`src/logic/bldc_consts.vh`:
```
// Purpose: shared constants of the hall commutation controller
// Assumes: 125 MHz system clock
// Notes:   definitions only
`ifndef BLDC_CONSTS_VH
`define BLDC_CONSTS_VH

`define CLK_KHZ          125000
`define CLK_PERIOD_NS    8

// register byte offsets
`define OFS_CTRL         8'h00
`define OFS_STATUS       8'h04
`define OFS_SPEED        8'h08
`define OFS_INT_STATUS   8'h0C
`define OFS_INT_MASK     8'h10

// control register fields
`define CTRL_ACC_LSB     0
`define CTRL_DEC_LSB     8
`define CTRL_ILIM_LSB    16

// reset values
`define ACC_RESET        8'h80
`define DEC_RESET        8'h80
`define ILIM_DEFAULT     8'h25
`define INT_MASK_RESET   4'h0

// interrupt status bit positions
`define INT_FAULT        0
`define INT_LOCK         1
`define INT_REVERSED     2
`define INT_HALL_BAD     3

// timing
`define LOCK_TIME_MS     3000
`define STILL_TIME_MS    50
`define RAMP_MAX_MS      5000
`define RAMP_STEPS       255
`define PWM_PERIOD_NS    40000
`define LOCK_CYCLES      (`LOCK_TIME_MS * `CLK_KHZ)
`define STILL_CYCLES     (`STILL_TIME_MS * `CLK_KHZ)
`define RAMP_UNIT_CYCLES \
  ((`RAMP_MAX_MS * `CLK_KHZ) / (`RAMP_STEPS * `RAMP_STEPS))
`define PWM_CYCLES       (`PWM_PERIOD_NS / `CLK_PERIOD_NS)
`define DUTY_WIN_SHIFT   16

`endif

```
`src/logic/pwm_duty_meter.v`:
```
// Purpose: turns a speed reference pulse train into an 8-bit duty
// Assumes: input already synchronised to sys_clk
// Notes:   reference must be much faster than the measuring window
`timescale 1ns/100ps
`include "bldc_consts.vh"

module pwm_duty_meter #(
  parameter WIN_SHIFT = `DUTY_WIN_SHIFT
) (
  input  wire       sys_clk,
  input  wire       sys_rst,
  input  wire       ce,
  input  wire       pwm_level,
  output reg  [7:0] duty
);

  reg  [WIN_SHIFT-1:0] win_cnt;
  reg  [WIN_SHIFT:0]   high_cnt;
  wire                 win_end;

  assign win_end = &win_cnt;

  always @(posedge sys_clk) begin
    if (sys_rst) begin
      win_cnt  <= {WIN_SHIFT{1'b0}};
      high_cnt <= {(WIN_SHIFT+1){1'b0}};
      duty     <= 8'h00;
    end else if (ce) begin
      win_cnt <= win_cnt + 1'b1;
      if (win_end) begin
        // full-high window overflows 8 bits, so saturate
        if (high_cnt[WIN_SHIFT])
          duty <= 8'hFF;
        else
          duty <= high_cnt[WIN_SHIFT-1:WIN_SHIFT-8];
        high_cnt <= {{WIN_SHIFT{1'b0}}, pwm_level};
      end else if (pwm_level) begin
        high_cnt <= high_cnt + 1'b1;
      end
    end
  end

endmodule // pwm_duty_meter

```
`src/logic/bldc_hall_commutation_control.v`:
```
// Purpose: hall commutation, ramps, current chopping, fault supervision
// Assumes: APB slave, zero wait states; pins pass two flip-flops
// Notes:   lock latch is cleared only by sys_rst (power cycle)
`timescale 1ns/100ps
`include "bldc_consts.vh"

// Overview of operation
// - direction change brakes, then reverses and ramps
// - halls give rotor position and speed
// - tach toggles on every commutation step
// - fault output while any fault present
// - fault output high during reset
// - hall states mirrored on three outputs
// - thermal trip removes motor current
// - lock cuts current after lock time
// - lock holds stop until power reset
// - lock applies default limit unless lower
// - selectable acceleration ramp, five seconds max
// - selectable deceleration ramp, five seconds max
// - PWM current limit, continuous and peak scaled
// - enable input high freewheels, low drives
// - brake input shorts windings
module bldc_hall_commutation_control #(
  parameter LOCK_CYCLES  = `LOCK_CYCLES,
  parameter STILL_CYCLES = `STILL_CYCLES,
  parameter RAMP_UNIT    = `RAMP_UNIT_CYCLES,
  parameter PWM_CYCLES   = `PWM_CYCLES
) (
  input  wire        sys_clk,
  input  wire        sys_rst,
  input  wire        ce,
  input  wire        psel,
  input  wire        penable,
  input  wire        pwrite,
  input  wire [7:0]  paddr,
  input  wire [31:0] pwdata,
  output wire        pready,
  output reg  [31:0] prdata,
  output reg         pslverr,
  input  wire [2:0]  hall_in,
  input  wire        reverse_rotation_input,
  input  wire        brake_input,
  input  wire        drive_enable_input,
  input  wire        speed_ref_pwm,
  input  wire        undervoltage_in,
  input  wire        overvoltage_in,
  input  wire        overcurrent_in,
  input  wire        thermal_trip_in,
  input  wire [7:0]  current_sample,
  output reg  [5:0]  bridge_gate,
  output reg         rotation_pulse_out,
  output reg         fault_out,
  output reg  [2:0]  hall_out,
  output wire        irq
);

  localparam [1:0] ST_RUN    = 2'b00;
  localparam [1:0] ST_REVERT = 2'b01;
  localparam [1:0] ST_LOCKED = 2'b10;

  // pin synchronisers: stage one is read only by stage two
  reg  [8:0]  pin_meta;
  reg  [8:0]  pin_sync;
  wire [2:0]  hall;
  wire        rev_pin;
  wire        brake_pin;
  wire        disable_pin;
  wire        ref_pin;
  wire        uv;
  wire        ov;
  wire        oc_pin;
  wire        thermal;

  always @(posedge sys_clk) begin
    if (sys_rst) begin
      pin_meta <= 9'h000;
      pin_sync <= 9'h000;
    end else if (ce) begin
      pin_meta <= {hall_in, reverse_rotation_input, brake_input,
                   drive_enable_input, speed_ref_pwm, undervoltage_in,
                   overvoltage_in};
      pin_sync <= pin_meta;
    end
  end

  reg  [1:0]  flt_meta;
  reg  [1:0]  flt_sync;

  always @(posedge sys_clk) begin
    if (sys_rst) begin
      flt_meta <= 2'b00;
      flt_sync <= 2'b00;
    end else if (ce) begin
      flt_meta <= {overcurrent_in, thermal_trip_in};
      flt_sync <= flt_meta;
    end
  end

  assign hall        = pin_sync[8:6];
  assign rev_pin     = pin_sync[5];
  assign brake_pin   = pin_sync[4];
  assign disable_pin = pin_sync[3];
  assign ref_pin     = pin_sync[2];
  assign uv          = pin_sync[1];
  assign ov          = pin_sync[0];
  assign oc_pin      = flt_sync[1];
  assign thermal     = flt_sync[0];

  // hall code to step 0..5, 7 when invalid
  function [2:0] hall_step;
    input [2:0] code;
    begin
      case (code)
        3'h1:    hall_step = 3'd0;
        3'h3:    hall_step = 3'd1;
        3'h2:    hall_step = 3'd2;
        3'h6:    hall_step = 3'd3;
        3'h4:    hall_step = 3'd4;
        3'h5:    hall_step = 3'd5;
        default: hall_step = 3'd7;
      endcase
    end
  endfunction

  // gates {uh,vh,wh,ul,vl,wl}; reverse swaps high and low sides
  function [5:0] comm;
    input [2:0] step;
    input       rev;
    reg   [5:0] fwd;
    begin
      case (step)
        3'd0:    fwd = 6'b100_010;
        3'd1:    fwd = 6'b100_001;
        3'd2:    fwd = 6'b010_001;
        3'd3:    fwd = 6'b010_100;
        3'd4:    fwd = 6'b001_100;
        3'd5:    fwd = 6'b001_010;
        default: fwd = 6'b000_000;
      endcase
      comm = rev ? {fwd[2:0], fwd[5:3]} : fwd;
    end
  endfunction

  // registers
  reg  [7:0]  acc_time;
  reg  [7:0]  dec_time;
  reg  [7:0]  ilim_set;
  reg  [3:0]  int_status;
  reg  [3:0]  int_mask;
  reg  [1:0]  state;
  reg         dir;
  reg         lock_latched;
  reg  [2:0]  hall_prev;
  reg  [23:0] quiet_cnt;
  reg  [23:0] hall_period;
  reg  [31:0] lock_cnt;
  reg  [7:0]  speed_cmd;
  reg  [21:0] ramp_cnt;
  reg  [12:0] carrier;
  reg         chop;
  reg         fault_prev;
  wire [7:0]  setpoint;

  pwm_duty_meter u_duty (
    .sys_clk   (sys_clk),
    .sys_rst   (sys_rst),
    .ce        (ce),
    .pwm_level (ref_pin),
    .duty      (setpoint)
  );

  wire [7:0]  ilim_eff;
  wire        hall_edge = (hall != hall_prev);
  wire        hall_ok   = (hall_step(hall) != 3'd7);
  // reset leaves an invalid code behind, so no false tach step
  wire        step_edge = hall_edge && hall_ok &&
                          (hall_step(hall_prev) != 3'd7);
  wire        oc_peak   = ({1'b0, current_sample} > {ilim_eff, 1'b0});
  wire        any_fault = uv | ov | oc_pin | oc_peak | thermal |
                          lock_latched;
  wire        drive_on  = (state == ST_RUN) && !disable_pin && !brake_pin
                          && !any_fault;
  wire        rev_req   = (rev_pin != dir);
  wire        still     = (quiet_cnt >= STILL_CYCLES);
  wire [7:0]  target    = drive_on ? setpoint : 8'h00;
  wire        ramp_up   = (target > speed_cmd);
  wire [21:0] ramp_len;
  wire [20:0] duty_thr;

  // lock tightens the limit to the default unless set lower
  assign ilim_eff = (lock_latched && ilim_set > `ILIM_DEFAULT) ?
                    `ILIM_DEFAULT : ilim_set;
  assign ramp_len = (ramp_up ? acc_time : dec_time) *
                    RAMP_UNIT[13:0];
  assign duty_thr = speed_cmd * PWM_CYCLES[12:0];

  // mode, direction and lock supervision
  always @(posedge sys_clk) begin
    if (sys_rst) begin
      state        <= ST_RUN;
      dir          <= 1'b0;
      lock_latched <= 1'b0;
      lock_cnt     <= 32'h0000_0000;
    end else if (ce) begin
      if (hall_edge || !drive_on || speed_cmd == 8'h00)
        lock_cnt <= 32'h0000_0000;
      else if (lock_cnt < LOCK_CYCLES)
        lock_cnt <= lock_cnt + 1'b1;
      case (state)
        ST_RUN: begin
          if (lock_cnt >= LOCK_CYCLES) begin
            state        <= ST_LOCKED;
            lock_latched <= 1'b1;
          end else if (rev_req) begin
            state <= ST_REVERT;
          end
        end
        ST_REVERT: begin
          // wait for standstill, then spin the other way
          if (still) begin
            dir   <= rev_pin;
            state <= ST_RUN;
          end
        end
        ST_LOCKED: state <= ST_LOCKED;
        default:   state <= ST_RUN;
      endcase
    end
  end

  // hall tracking and speed measurement
  always @(posedge sys_clk) begin
    if (sys_rst) begin
      hall_prev          <= 3'h0;
      quiet_cnt          <= 24'h000000;
      hall_period        <= 24'hFFFFFF;
      rotation_pulse_out <= 1'b0;
      hall_out           <= 3'h0;
    end else if (ce) begin
      hall_prev <= hall;
      hall_out  <= hall;
      if (step_edge)
        rotation_pulse_out <= ~rotation_pulse_out;
      if (hall_edge) begin
        hall_period <= quiet_cnt;
        quiet_cnt   <= 24'h000000;
      end else if (quiet_cnt != 24'hFFFFFF) begin
        quiet_cnt <= quiet_cnt + 1'b1;
      end
      if (quiet_cnt == 24'hFFFFFF)
        hall_period <= 24'hFFFFFF;
    end
  end

  // speed ramp, one step of the command per ramp_len + 1 cycles
  always @(posedge sys_clk) begin
    if (sys_rst) begin
      speed_cmd <= 8'h00;
      ramp_cnt  <= 22'h000000;
    end else if (ce) begin
      if (!drive_on) begin
        // freewheel and braking drop the command at once
        speed_cmd <= 8'h00;
        ramp_cnt  <= 22'h000000;
      end else if (target == speed_cmd) begin
        ramp_cnt <= 22'h000000;
      end else if (ramp_cnt >= ramp_len) begin
        ramp_cnt <= 22'h000000;
        if (ramp_up)
          speed_cmd <= speed_cmd + 1'b1;
        else
          speed_cmd <= speed_cmd - 1'b1;
      end else begin
        ramp_cnt <= ramp_cnt + 1'b1;
      end
    end
  end

  // carrier and cycle-by-cycle current chopping
  always @(posedge sys_clk) begin
    if (sys_rst) begin
      carrier <= 13'h0000;
      chop    <= 1'b0;
    end else if (ce) begin
      if (carrier == PWM_CYCLES[12:0] - 13'h0001) begin
        carrier <= 13'h0000;
        chop    <= 1'b0;
      end else begin
        carrier <= carrier + 1'b1;
        if (current_sample > ilim_eff)
          chop <= 1'b1;
      end
    end
  end

  // bridge gates; no dead time here, the gate driver must add it
  always @(posedge sys_clk) begin
    if (sys_rst) begin
      bridge_gate <= 6'b000_000;
    end else if (ce) begin
      if (any_fault || state == ST_LOCKED)
        bridge_gate <= 6'b000_000;
      else if (disable_pin)
        bridge_gate <= 6'b000_000;
      else if (brake_pin || state == ST_REVERT)
        bridge_gate <= 6'b000_111;
      else if ({8'h00, carrier} < duty_thr && !chop)
        bridge_gate <= comm(hall_step(hall), dir);
      else
        bridge_gate <= comm(hall_step(hall), dir) & 6'b000_111;
    end
  end

  // fault output
  always @(posedge sys_clk) begin
    if (sys_rst) begin
      fault_out  <= 1'b1;
      fault_prev <= 1'b0;
    end else if (ce) begin
      fault_out  <= any_fault;
      fault_prev <= any_fault;
    end
  end

  // apb slave, no wait states
  wire        wr_en = psel && penable && pwrite;
  wire        rd_en = psel && penable && !pwrite;
  wire [3:0]  int_set;
  wire        rd_int = rd_en && (paddr == `OFS_INT_STATUS);

  assign pready  = 1'b1;
  assign int_set = {step_edge ? 1'b0 : (hall_edge && !hall_ok),
                    (state == ST_REVERT) && still,
                    (state == ST_RUN) && (lock_cnt >= LOCK_CYCLES),
                    any_fault && !fault_prev};
  assign irq     = |(int_status & int_mask);

  always @(posedge sys_clk) begin
    if (sys_rst) begin
      acc_time   <= `ACC_RESET;
      dec_time   <= `DEC_RESET;
      ilim_set   <= `ILIM_DEFAULT;
      int_mask   <= `INT_MASK_RESET;
      int_status <= 4'h0;
      prdata     <= 32'h0000_0000;
      pslverr    <= 1'b0;
    end else if (ce) begin
      // a read clears, but a same-cycle event still lands
      int_status <= (rd_int ? 4'h0 : int_status) | int_set;
      pslverr    <= 1'b0;
      if (psel && !penable) begin
        prdata <= 32'h0000_0000;
        if (paddr == `OFS_CTRL)
          prdata <= {8'h00, ilim_set, dec_time, acc_time};
        else if (paddr == `OFS_STATUS)
          prdata <= {8'h00, speed_cmd, setpoint, lock_latched,
                     fault_out, dir, state, hall};
        else if (paddr == `OFS_SPEED)
          prdata <= {8'h00, hall_period};
        else if (paddr == `OFS_INT_STATUS)
          prdata <= {28'h0000000, int_status | int_set};
        else if (paddr == `OFS_INT_MASK)
          prdata <= {28'h0000000, int_mask};
        else
          pslverr <= 1'b1;
      end
      if (wr_en) begin
        if (paddr == `OFS_CTRL) begin
          acc_time <= pwdata[`CTRL_ACC_LSB +: 8];
          dec_time <= pwdata[`CTRL_DEC_LSB +: 8];
          ilim_set <= pwdata[`CTRL_ILIM_LSB +: 8];
        end else if (paddr == `OFS_INT_MASK) begin
          int_mask <= pwdata[3:0];
        end
      end
    end
  end

endmodule // bldc_hall_commutation_control

```
`config.mk`:
```
export PLATFORM = sky130hd
export DESIGN_NAME = bldc_hall_commutation_control
export DESIGN_NICKNAME = d
export VERILOG_FILES = /design/src/logic/pwm_duty_meter.v /design/src/logic/bldc_hall_commutation_control.v
export VERILOG_INCLUDE_DIRS = /design/src /design/src/logic
export SDC_FILE = /design/constraint.sdc
export NUM_CORES = 1
export LEC_CHECK = 0
export BUFFER_PORTS_ARGS = -buffer_cell sky130_fd_sc_hd__buf_2
export CAP_MARGIN = 10
export CORE_MARGIN = 2
export CORE_UTILIZATION = 35
export CTS_CLUSTER_DIAMETER = 200
export CTS_CLUSTER_SIZE = 12
export DETAILED_ROUTE_END_ITERATION = 10
export PLACE_DENSITY_LB_ADDON = 0.15
export REMOVE_ABC_BUFFERS = 1
export SYNTH_ARGS = -nofsm -noshare
export SYNTH_HDL_FRONTEND = slang
export SYNTH_HIERARCHICAL = 1
export SYNTH_SLANG_ARGS = --single-unit
```
`constraint.sdc`:
```
create_clock -name sys_clk -period 13 [get_ports sys_clk]
set_input_delay 0.65 -clock sys_clk [delete_from_list [all_inputs] [get_ports sys_clk]]
set_output_delay 0.65 -clock sys_clk [all_outputs]
set_load 0.01 [all_outputs]
```
==> results of run 1 <==
-- cell usage in the layout, fill, tap and decap left out, types with 18 or more instances in the layout --
| cell type | n |
|---|---|
| mux2i_1 | 43 |
| o21ai_0 | 66 |
| or3_1 | 25 |
| xnor2_1 | 37 |
| nand4_1 | 41 |
| ha_1 | 162 |
| and3_1 | 31 |
| nand3_1 | 85 |
| nor2_1 | 164 |
| buf_4 | 18 |
| dfxtp_1 | 260 |
| nor3_1 | 23 |
| inv_1 | 130 |
| a211oi_1 | 30 |
| a21o_1 | 20 |
| a222oi_1 | 20 |
| a31oi_1 | 18 |
| a21oi_1 | 118 |
| buf_2 | 91 |
| clkbuf_16 | 25 |
| fa_1 | 30 |
| nand2_1 | 203 |
| xor2_1 | 48 |
-- registers in the layout, summed over array words and instances (netlist names), 9 cells and up --
name	flops
ramp_cnt	22
u_duty/high_cnt	17
pin_sync	9
carrier	13
prdata	24
hall_period	24
u_duty/win_cnt	16
quiet_cnt	24
pin_meta	9
lock_cnt	32
-- worst min-delay path, cell delays in order --
cell and delay (ps):
buf_2 70, nand2_1 50, nand3_1 70
-- path summary, 6_finish.rpt --
path               endpoint  slack (ps)  depth (start not counted)
max            ramp_cnt[21]        1820                         40
min             ilim_set[0]         310                          3
max reg2reg    ramp_cnt[21]        1820                         40
min reg2reg  hall_period[4]         470                          2
-- power groups by stage --
stage          Combinational (W)  Clock, W  Sequential (W)
3_5_place_dp            0.000104         0        0.000843
3_3_place_gp            0.000103         0        0.000843
4_1_cts                 0.000105  0.000705        0.000825
6_report                0.000104  0.000679        0.000825
5_1_grt                 0.000115  0.000728        0.000827
2_1_floorplan          0.0000521         0        0.000841
-- through the flow --
stage / instances / hold WS [ps] / power [W]
finish: 2538 / 310.1 / 0.001608
global route: 2538 / 311.8 / 0.001671
global placement: 2511 / 451.1 / 0.0009459
CTS: 2538 / 290.9 / 0.001635
floorplan: 1801 / 430.2 / 0.0008933
detailed placement: 2511 / 456.9 / 0.0009475
-- cell families (layout without fill, tap and decap cells) --
logic type / Yosys count / count (layout)
compound gates: 396 / 396
other cells: 2 / 9
simple gates: 679 / 679
fa+ha+maj: 193 / 193
xor+xnor: 85 / 85
buf+inv: 220 / 268
flops: 260 / 260
mux: 48 / 48
-- per-layer routing --
metal	GRT usage	part of all wire	up-vias
li1	-	-	6816
met1	0.2592	0.50	6259
met2	0.2976	0.45	226
met3	0.02162	0.037	50
met4	0.03810	0.017	0
met5	0	0	-
-- final cells by class --
| class | count | share of cell area |
|---|---|---|
| multi-input combinational | 1410 | 0.5621 |
| inverter | 131 | 0.02784 |
| clock buffer | 25 | 0.03542 |
| clock inverter | 2 | 0.002834 |
| sequential | 260 | 0.2947 |
| timing repair buffer | 110 | 0.03457 |
| tap | 600 | 0.04251 |
==> results.txt, run 1 <==
share of layout cells above drive strength 1 = 0.09185
Net Sw Frac = 0.2471
remaining antenna violation count = 0
Worst setup SP type = flip-flop
min-delay src = pwdata[16]
final worst slack = 1819 ps
crit path capture type = flip-flop
final setup fails = 0
Most common cell on crit path = ha_1
Row Count = 78
Least-Margin Pin Slew = 1163 ps
Synth area leaders = dfxtp_1 33%, ha_1 13%, nand2_1 4.8%
arrival time worst endpoint = 11660 ps
post-layout util = 0.3900
outcome = complete, no violations
CTS root buffer = clkbuf_16
count of flip-flops with a built-in enable after synthesis = 0
Sw Pwr = 0.0003972 W
clk_skew = 16.27 ps
endpoints failing hold = 0
R2R Path Start = ilim_set[2]
Post-CTS Setup Bufs = 0
register bit count reported by yosys = 260
Worst Path Buf+Inv = 2
Reg power frac = 0.513
Area growth syn-to-layout = 10.33%
HPWL after DPL = 31960 µm
largest family of logic cells by synthesized area = simple AND/OR/NAND/NOR gates
leak pwr = 7.338 nW
top cells by count, synth = 260 x dfxtp_1, 203 x nand2_1, 165 x nor2_1
Post-Synth Simple-Gate Area = 0.2083
CTS buffer count = 25
I/O pins = 111
Slew Limit Headroom = 0.2228
Die X = 217.9 µm
post-CTS resize count = 0
most frequent cell after synthesis = dfxtp_1
register area = 5205 µm²
grt total ovfl = 0
Syn Area/Cell = 8.501 µm²
Filler cells = 4700
Pre-antenna DRT Iters = 5
Iteration-0 DRC Markers = 761
clk slew on worst S/H paths = 70 ps
post-synthesis xor/xnor area fraction = 0.04651
largest net degree at the start of global routing = 109
Max Cap Viol = 0
ys async rst share = 0
drc violations = 0
first-pass GRT wire length = 70480 µm
Crit. Startpoint = ilim_set[2]
mux cell area share after synthesis = 0.03041
Seq/Total Area, Yosys = 0.3252
Die H = 217.9 µm
internal power = 0.001211 W
Worst EP required = 13480 ps
setup TNS = 0 ps
critical path's top delay family = compound AO/OA/AOI/OAI gates
H-tree depth = 1
GP Congestion = 0.8304
CP max-delay cell = nor4_4
Avg WL per Cell = 17.09 µm
placed inst area = 16990 µm²
final wirelength = 43370 µm
Final Max Tran Viols = 0
Mapped Area = 16010 µm²
Synth Flop Type = dfxtp_1
Worst-Skew Late Latency = 560 ps
fin crit period = 11180 ps
HP Class = input port to flip-flop
total die area = 47460 µm²
RSZ-0062 raised after global routing = false
Cell variety after synth = 86
post-synthesis compound-gate area fraction = 0.1666
Syn Inst Count = 1883
GRT Util Overall = 0.1827
Final Net Count = 2195
ANT cells = 0
Synthesis Warnings = 6
via count = 13351
adder-cell share of the synthesized area = 0.1648
PwrDens = 91.04 nW/µm²
Initial Utilization = 0.3535
I/O Buffers = 93
Vias/cell = 5.260
leading area contributor after synthesis = dfxtp_1
initial antenna violation count = 0
pre-CTS WS = 1775 ps
core area = 45280 µm²
CTS sink count = 260
post-layout instance area = 17660 µm²
deepest clock path buffer count = 3
Max FO, Critical Path = 22
top-area cell type share of the netlist area = 0.3252
kind of critical path = flip-flop to flip-flop
FMAX = 89.44 MHz
vias in the first global route = 12887
Multi-input gate area = 9927 µm²
max incr delay on CP = 910 ps
combinational share of power = 0.065
CTS tree = done
clock network power share = 0.422
final critical-path share of the clock period = 0.8600
CTS Hold Bufs = 0
VDD IR max = 0.00006466 V
Power figures use the tool's default switching activity.
==> run 2: changes to the inputs <==
- CTS_CLUSTER_SIZE: 12 -> not set
- PLACE_DENSITY: not set -> 0.53
- PLACE_DENSITY_LB_ADDON: 0.15 -> not set
==> results.txt, run 2 (synthesis results as in run 1) <==
ANT cells = 0 (unchanged)
Max Cap Viol = 0 (unchanged)
setup TNS = 0 ps (unchanged)
HPWL after DPL = 31490 µm (-1.5%)
Hold Crit Depth = 3 (unchanged)
commonest non-fill, non-tap cell in the layout = dfxtp_1
RSZ-0062 raised after global routing = false
Post-CTS Setup Bufs = 0 (unchanged)
GRT Util Overall = 0.1822 (-0.0005688)
Row Count = 78 (unchanged)
vias in the first global route = 12918 (+0.24%)
arrival time worst endpoint = 11510 ps (-150 ps)
clk slew on worst S/H paths = 60 ps (about the same)
R2R depth = 40 (unchanged)
Least-Margin Pin Slew = 1133 ps (-30.46 ps)
H-tree depth = 2 (+1)
register area = 5205 µm² (unchanged)
first-pass GRT wire length = 69460 µm (-1.4%)
Worst EP required = 13470 ps (about the same)
final setup fails = 0 (unchanged)
core area = 45280 µm² (unchanged)
clk_skew = 20.32 ps (+4.051 ps)
endpoints failing hold = 0 (unchanged)
GP Congestion = 0.8690 (+4.6%)
fin crit period = 11050 ps (-135.6 ps)
CTS tree = done
final worst slack = 1955 ps (+135.6 ps)
CP max-delay cell = nor4_4
Filler cells = 4664 (-0.77%)
Iteration-0 DRC Markers = 795 (+4.5%)
Final Max Tran Viols = 0 (unchanged)
CTS buffer count = 34 (+36%)
I/O pins = 111 (unchanged)
pre-CTS WS = 1976 ps (+201.4 ps)
leak pwr = 7.594 nW (+3.5%)
via count = 13696 (+2.6%)
Most common cell on crit path = ha_1
VDD IR max = 0.00006501 V (+0.53%)
deepest clock path buffer count = 3 (unchanged)
Final Net Count = 2205 (+0.46%)
CTS Hold Bufs = 0 (unchanged)
Biggest register = lock_cnt
most frequent cells in the layout = 260 x dfxtp_1, 203 x nand2_1, 164 x nor2_1, 162 x ha_1, 130 x inv_1
final critical-path share of the clock period = 0.8496 (-0.01043)
Worst-Skew Late Latency = 540 ps (-20 ps)
Area growth syn-to-layout = 13.53%
outcome = complete, no violations
share of layout cells above drive strength 1 = 0.1060 (+0.01414)
Die X = 217.9 µm (unchanged)
drc violations = 0 (unchanged)
Max FO, Critical Path = 22 (unchanged)
initial antenna violation count = 0 (unchanged)
Avg WL per Cell = 16.73 µm (-2.1%)
HP Class = input port to flip-flop
largest net degree at the start of global routing = 61 (-44%)
Worst setup SP type = flip-flop
max incr delay on CP = 900 ps (about the same)
Pre-antenna DRT Iters = 7 (+2)
final wirelength = 43030 µm (-0.79%)
total die area = 47460 µm² (unchanged)
Slew Limit Headroom = 0.2432 (+0.02035)
remaining antenna violation count = 0 (unchanged)
grt total ovfl = 0 (unchanged)
Die H = 217.9 µm (unchanged)
kind of critical path = flip-flop to flip-flop
Initial Utilization = 0.3535 (unchanged)
FMAX = 90.54 MHz (+1.2%)
crit path capture type = flip-flop
Multi-input gate area = 9927 µm² (unchanged)
CTS root buffer = clkbuf_16
post-CTS resize count = 0 (unchanged)
CTS sink count = 260 (unchanged)
PwrDens = 106.4 nW/µm² (+17%)
I/O Buffers = 93 (unchanged)
max reg flops = 32 (unchanged)
Vias/cell = 5.325 (+1.2%)
-- run 2: changes by cell type in the layout (fill, tap and decap cells not counted) --
cell	change
inv_6	+1
buf_12	-1
inv_16	-1
clkinvlp_4	+2
clkbuf_16	+10
clkinv_2	+7
buf_4	+2
bufinv_16	+4
clkbuf_8	+7
clkbuf_1	+3
-- run 2: critical path, delay by kind of cell, from the launching register on --
family	cells	cell delay (ps)
AOI/OAI and AO/OA	14	3890
xor gates and xnor gates	1	140
adders and majority gates	8	2600
buffers and inverters	2	440
DFF	1	450
muxes	2	580
and+or+nand+nor	13	2840
-- run 2: report_power, final --
part           internal, W  total [W]  switching, W
Combinational    0.0000360   0.000103     0.0000666
Clock             0.000631    0.00100      0.000373
Sequential        0.000814   0.000827     0.0000130
-- run 2: layout make-up --
type                       instances  area share
sequential                       260      0.2864
clock inverter                    15     0.01150
timing repair buffer             111     0.03332
multi-input combinational       1410      0.5463
clock buffer                      45     0.05412
inverter                         131     0.02706
tap                              600     0.04131
-- run 2: worst paths after layout --
path	from	to	slack (ps)
worst min register to register	hall_period[7]	hall_period[7]	470
worst min-delay path	pwdata[16]	ilim_set[0]	340
worst max register to register	ilim_set[2]	ramp_cnt[21]	1950
worst max-delay path	ilim_set[2]	ramp_cnt[21]	1950
-- run 2: through the flow --
step / cells / power (W) / util / hold WS, ps / cell area (µm²)
after floorplan: 1801 / 0.0008933 / - / 430.2 / 15600
after global placement: 2512 / 0.0009445 / 0.3750 / 450.2 / 16980
after detailed placement: 2512 / 0.0009467 / 0.3750 / 458.3 / 16980
after CTS: 2572 / 0.001965 / 0.4013 / 311.6 / 18170
after global routing: 2572 / 0.002006 / 0.4013 / 346.0 / 18170
final: 2572 / 0.001933 / 0.4013 / 337.0 / 18170
-- run 2: per-layer routing --
layer | part of all wire | GRT usage | vias to the layer above | wire length, µm
met1 | 0.48 | 0.2527 | 6474 | 20700
met2 | 0.44 | 0.2887 | 298 | 19100
met4 | 0.022 | 0.05646 | 0 | 950
met5 | 0 | 0 | - | 0
li1 | - | - | 6864 | -
met3 | 0.053 | 0.02985 | 60 | 2276
==> run 3: changes to the inputs <==
- ABC_AREA: not set -> 1
- PLACE_DENSITY: 0.53 -> 0.55
- clock period: 13 -> 9.7 ns (I/O delays scaled with it)
==> results.txt, run 3 <==
vias in the first global route = 15536 (+20%)
Vias/cell = 5.068 (-4.8%)
commonest non-fill, non-tap cell in the layout = nand2_1
CTS sink count = 260 (unchanged)
top-area cell type share of the netlist area = 0.2977 (-0.02752)
register bit count reported by yosys = 260 (unchanged)
metal3 WL = 3387 µm (+49%)
outcome = complete, no violations
Die X = 227.5 µm (+4.4%)
worst slack on hold paths = 90.60 ps (-246.4 ps)
Least-Margin Pin Slew = 1091 ps (-41.15 ps)
VDD IR max = 0.0001413 V (+120%)
post-layout util = 0.3974 (-0.003951)
Iteration-0 DRC Markers = 1129 (+42%)
endpoints failing hold = 0 (unchanged)
Biggest register = lock_cnt
leak pwr = 8.508 nW (+12%)
FMAX = 112.5 MHz (+24%)
remaining antenna violation count = 0 (unchanged)
grt total ovfl = 0 (unchanged)
max reg flops = 32 (unchanged)
Pre-antenna DRT Iters = 6 (-1)
Max FO, Critical Path = 9 (-59%)
final critical-path share of the clock period = 0.9165 (+0.06683)
Die H = 227.5 µm (+4.4%)
Avg WL per Cell = 15.51 µm (-7.3%)
RSZ-0062 raised after global routing = false
Post-CTS Setup Bufs = 0 (unchanged)
R2R Path End = speed_cmd[1]
Slew Limit Headroom = 0.2706 (+0.02746)
Max Cap Viol = 0 (unchanged)
max incr delay on CP = 490 ps (-410 ps)
post-CTS resize count = 0 (unchanged)
Area growth syn-to-layout = 11.69%
Hold Crit Depth = 3 (unchanged)
reg2reg setup slack = 810 ps (-1140 ps)
min-delay src = pwdata[7]
most frequent cells in the layout = 485 x nand2_1, 306 x inv_1, 288 x nor2_1, 260 x dfxtp_1, 206 x a21oi_1
I/O Buffers = 93 (unchanged)
top cells by count, synth = 486 x nand2_1, 307 x inv_1, 289 x nor2_1
leading area contributor after synthesis = dfxtp_1
Hold EP = acc_time[7]
placed insts = 3183 (+27%)
most frequent cell after synthesis = nand2_1
HPWL after DPL = 37560 µm (+19%)
Most common cell on crit path = nand2_1
Cell variety after synth = 61 (-29%)
core area = 49150 µm² (+8.5%)
Filler cells = 5154 (+11%)
CTS tree = done
Final Net Count = 2808 (+27%)
Row Count = 81 (+3.8%)
final cell count without fillers = 3239 (+26%)
setup TNS = 0 ps (unchanged)
GRT Util Overall = 0.1934 (+0.01125)
CTS Hold Bufs = 0 (unchanged)
Synth Flop Type = dfxtp_1
final setup fails = 0 (unchanged)
wl on met1 = 23060 µm (+11%)
arrival time worst endpoint = 9400 ps (-2110 ps)
deepest clock path buffer count = 3 (unchanged)
ANT cells = 0 (unchanged)
clk slew on worst S/H paths = 70 ps (about the same)
largest net degree at the start of global routing = 71 (+16%)
share of layout cells above drive strength 1 = 0.09437 (-0.01161)
pre-CTS WS = 512.5 ps (-1464 ps)
GP Congestion = 0.8911 (+2.5%)
final wirelength = 50240 µm (+17%)
CP max-delay cell = fa_1
CTS buffer count = 30 (-12%)
Synthesis Warnings = 6 (unchanged)
Seq/Total Area, Yosys = 0.2977 (-0.02752)
final worst slack = 810.4 ps (-1145 ps)
total die area = 51770 µm² (+9.1%)
I/O pins = 111 (unchanged)
R2R Path Start = ilim_set[3]
ys async rst share = 0 (unchanged)
Mapped Area = 17490 µm² (+9.2%)
R2R depth = 51 (+28%)
PwrDens = 126.7 nW/µm² (+19%)
Syn Area/Cell = 7.028 µm² (-17%)
clk_skew = 12.88 ps (-7.438 ps)
Top Metal Used = met4
Worst-Skew Late Latency = 600 ps (+60 ps)
drc violations = 0 (unchanged)
crit path capture type = flip-flop
Worst setup SP type = flip-flop
Worst EP required = 10210 ps (-3260 ps)
fin crit period = 8890 ps (-2155 ps)
Final Max Tran Viols = 0 (unchanged)
Syn Inst Count = 2488 (+32%)
first-pass GRT wire length = 80680 µm (+16%)
HP Class = input port to flip-flop
count of flip-flops with a built-in enable after synthesis = 0 (unchanged)
initial antenna violation count = 0 (unchanged)
metal2 WL = 22400 µm (+17%)
kind of critical path = flip-flop to flip-flop
Initial Utilization = 0.3558 (+0.002283)
via count = 16416 (+20%)
Synth area leaders = dfxtp_1 30%, ha_1 12%, nand2_1 10%
H-tree depth = 1 (-1)
CTS root buffer = clkbuf_16
## run 3: cell count changes after synthesis, moves of 33 or more
cell     change
nand2_1    +283
mux2i_1     -43
a21oi_1     +88
nand3_1     +65
o21ai_0     +78
nor3_1      +33
nor2_1     +124
inv_1      +177
## run 3: logic make-up (layout without fill, tap and decap cells)
| kind of cell | after synthesis | in the layout | synth area share |
|---|---|---|---|
| and+or+nand+nor | 1113 | 1113 | 0.2813 |
| other | 2 | 9 | 0.0004295 |
| DFF | 260 | 260 | 0.2977 |
| xor gates and xnor gates | 66 | 66 | 0.03306 |
| adders and majority gates | 192 | 192 | 0.1503 |
| buffers and inverters | 402 | 482 | 0.09316 |
| AOI/OAI and AO/OA | 453 | 453 | 0.1441 |
## run 3: per-stage QoR
step           power, W  area (µm²)
6_report       0.002475       19530
5_1_grt        0.002567       19530
4_1_cts        0.002504       19510
3_5_place_dp   0.001313       18480
3_3_place_gp   0.001309       18480
2_1_floorplan  0.001232       17090
## run 3: power breakdown
part / leakage [nW] / switching (W) / internal (W)
registers: 2.11 / 0.0000203 / 0.00110
logic: 5.90 / 0.000121 / 0.0000513
clock network: 0.496 / 0.000497 / 0.000688
## run 3: area by class of cell
| class | instances | area (µm²) | share of cell area |
|---|---|---|---|
| clock buffers | 39 | 834.6 | 0.04273 |
| clock inverters | 17 | 197.7 | 0.01012 |
| repair buffers | 105 | 558.0 | 0.02857 |
| inverters | 321 | 1207 | 0.06182 |
| well taps | 664 | 830.8 | 0.04254 |
| flip-flops and latches | 260 | 5205 | 0.2665 |
| multi-input cells | 1833 | 10700 | 0.5477 |
## run 3: how the worst max path moves through the flow
stage                     start      endpoint  slack, ps  cells after the start
finish              ilim_set[3]  speed_cmd[1]        810                     51
global route        ilim_set[4]  speed_cmd[1]         10                     52
CTS                 ilim_set[3]  speed_cmd[1]        460                     51
detailed placement  ilim_set[3]  speed_cmd[1]        510                     51
global placement    ilim_set[3]  ramp_cnt[18]        660                     50
floorplan           ilim_set[3]   ramp_cnt[9]       1580                     48
## run 3: layer usage
layer / vias to the layer above / GRT usage
met5: - / 0
met4: 0 / 0.05102
met3: 73 / 0.04324
met2: 387 / 0.3133
met1: 7626 / 0.2590
li1: 8330 / -
## run 3: worst max-delay path: cells and delay by family (launching register included)
kind	cells	cell delay, ps
adders and majority gates	8	2660
buffers and inverters	8	770
DFF	1	340
AOI/OAI and AO/OA	9	1290
and+or+nand+nor	26	3750
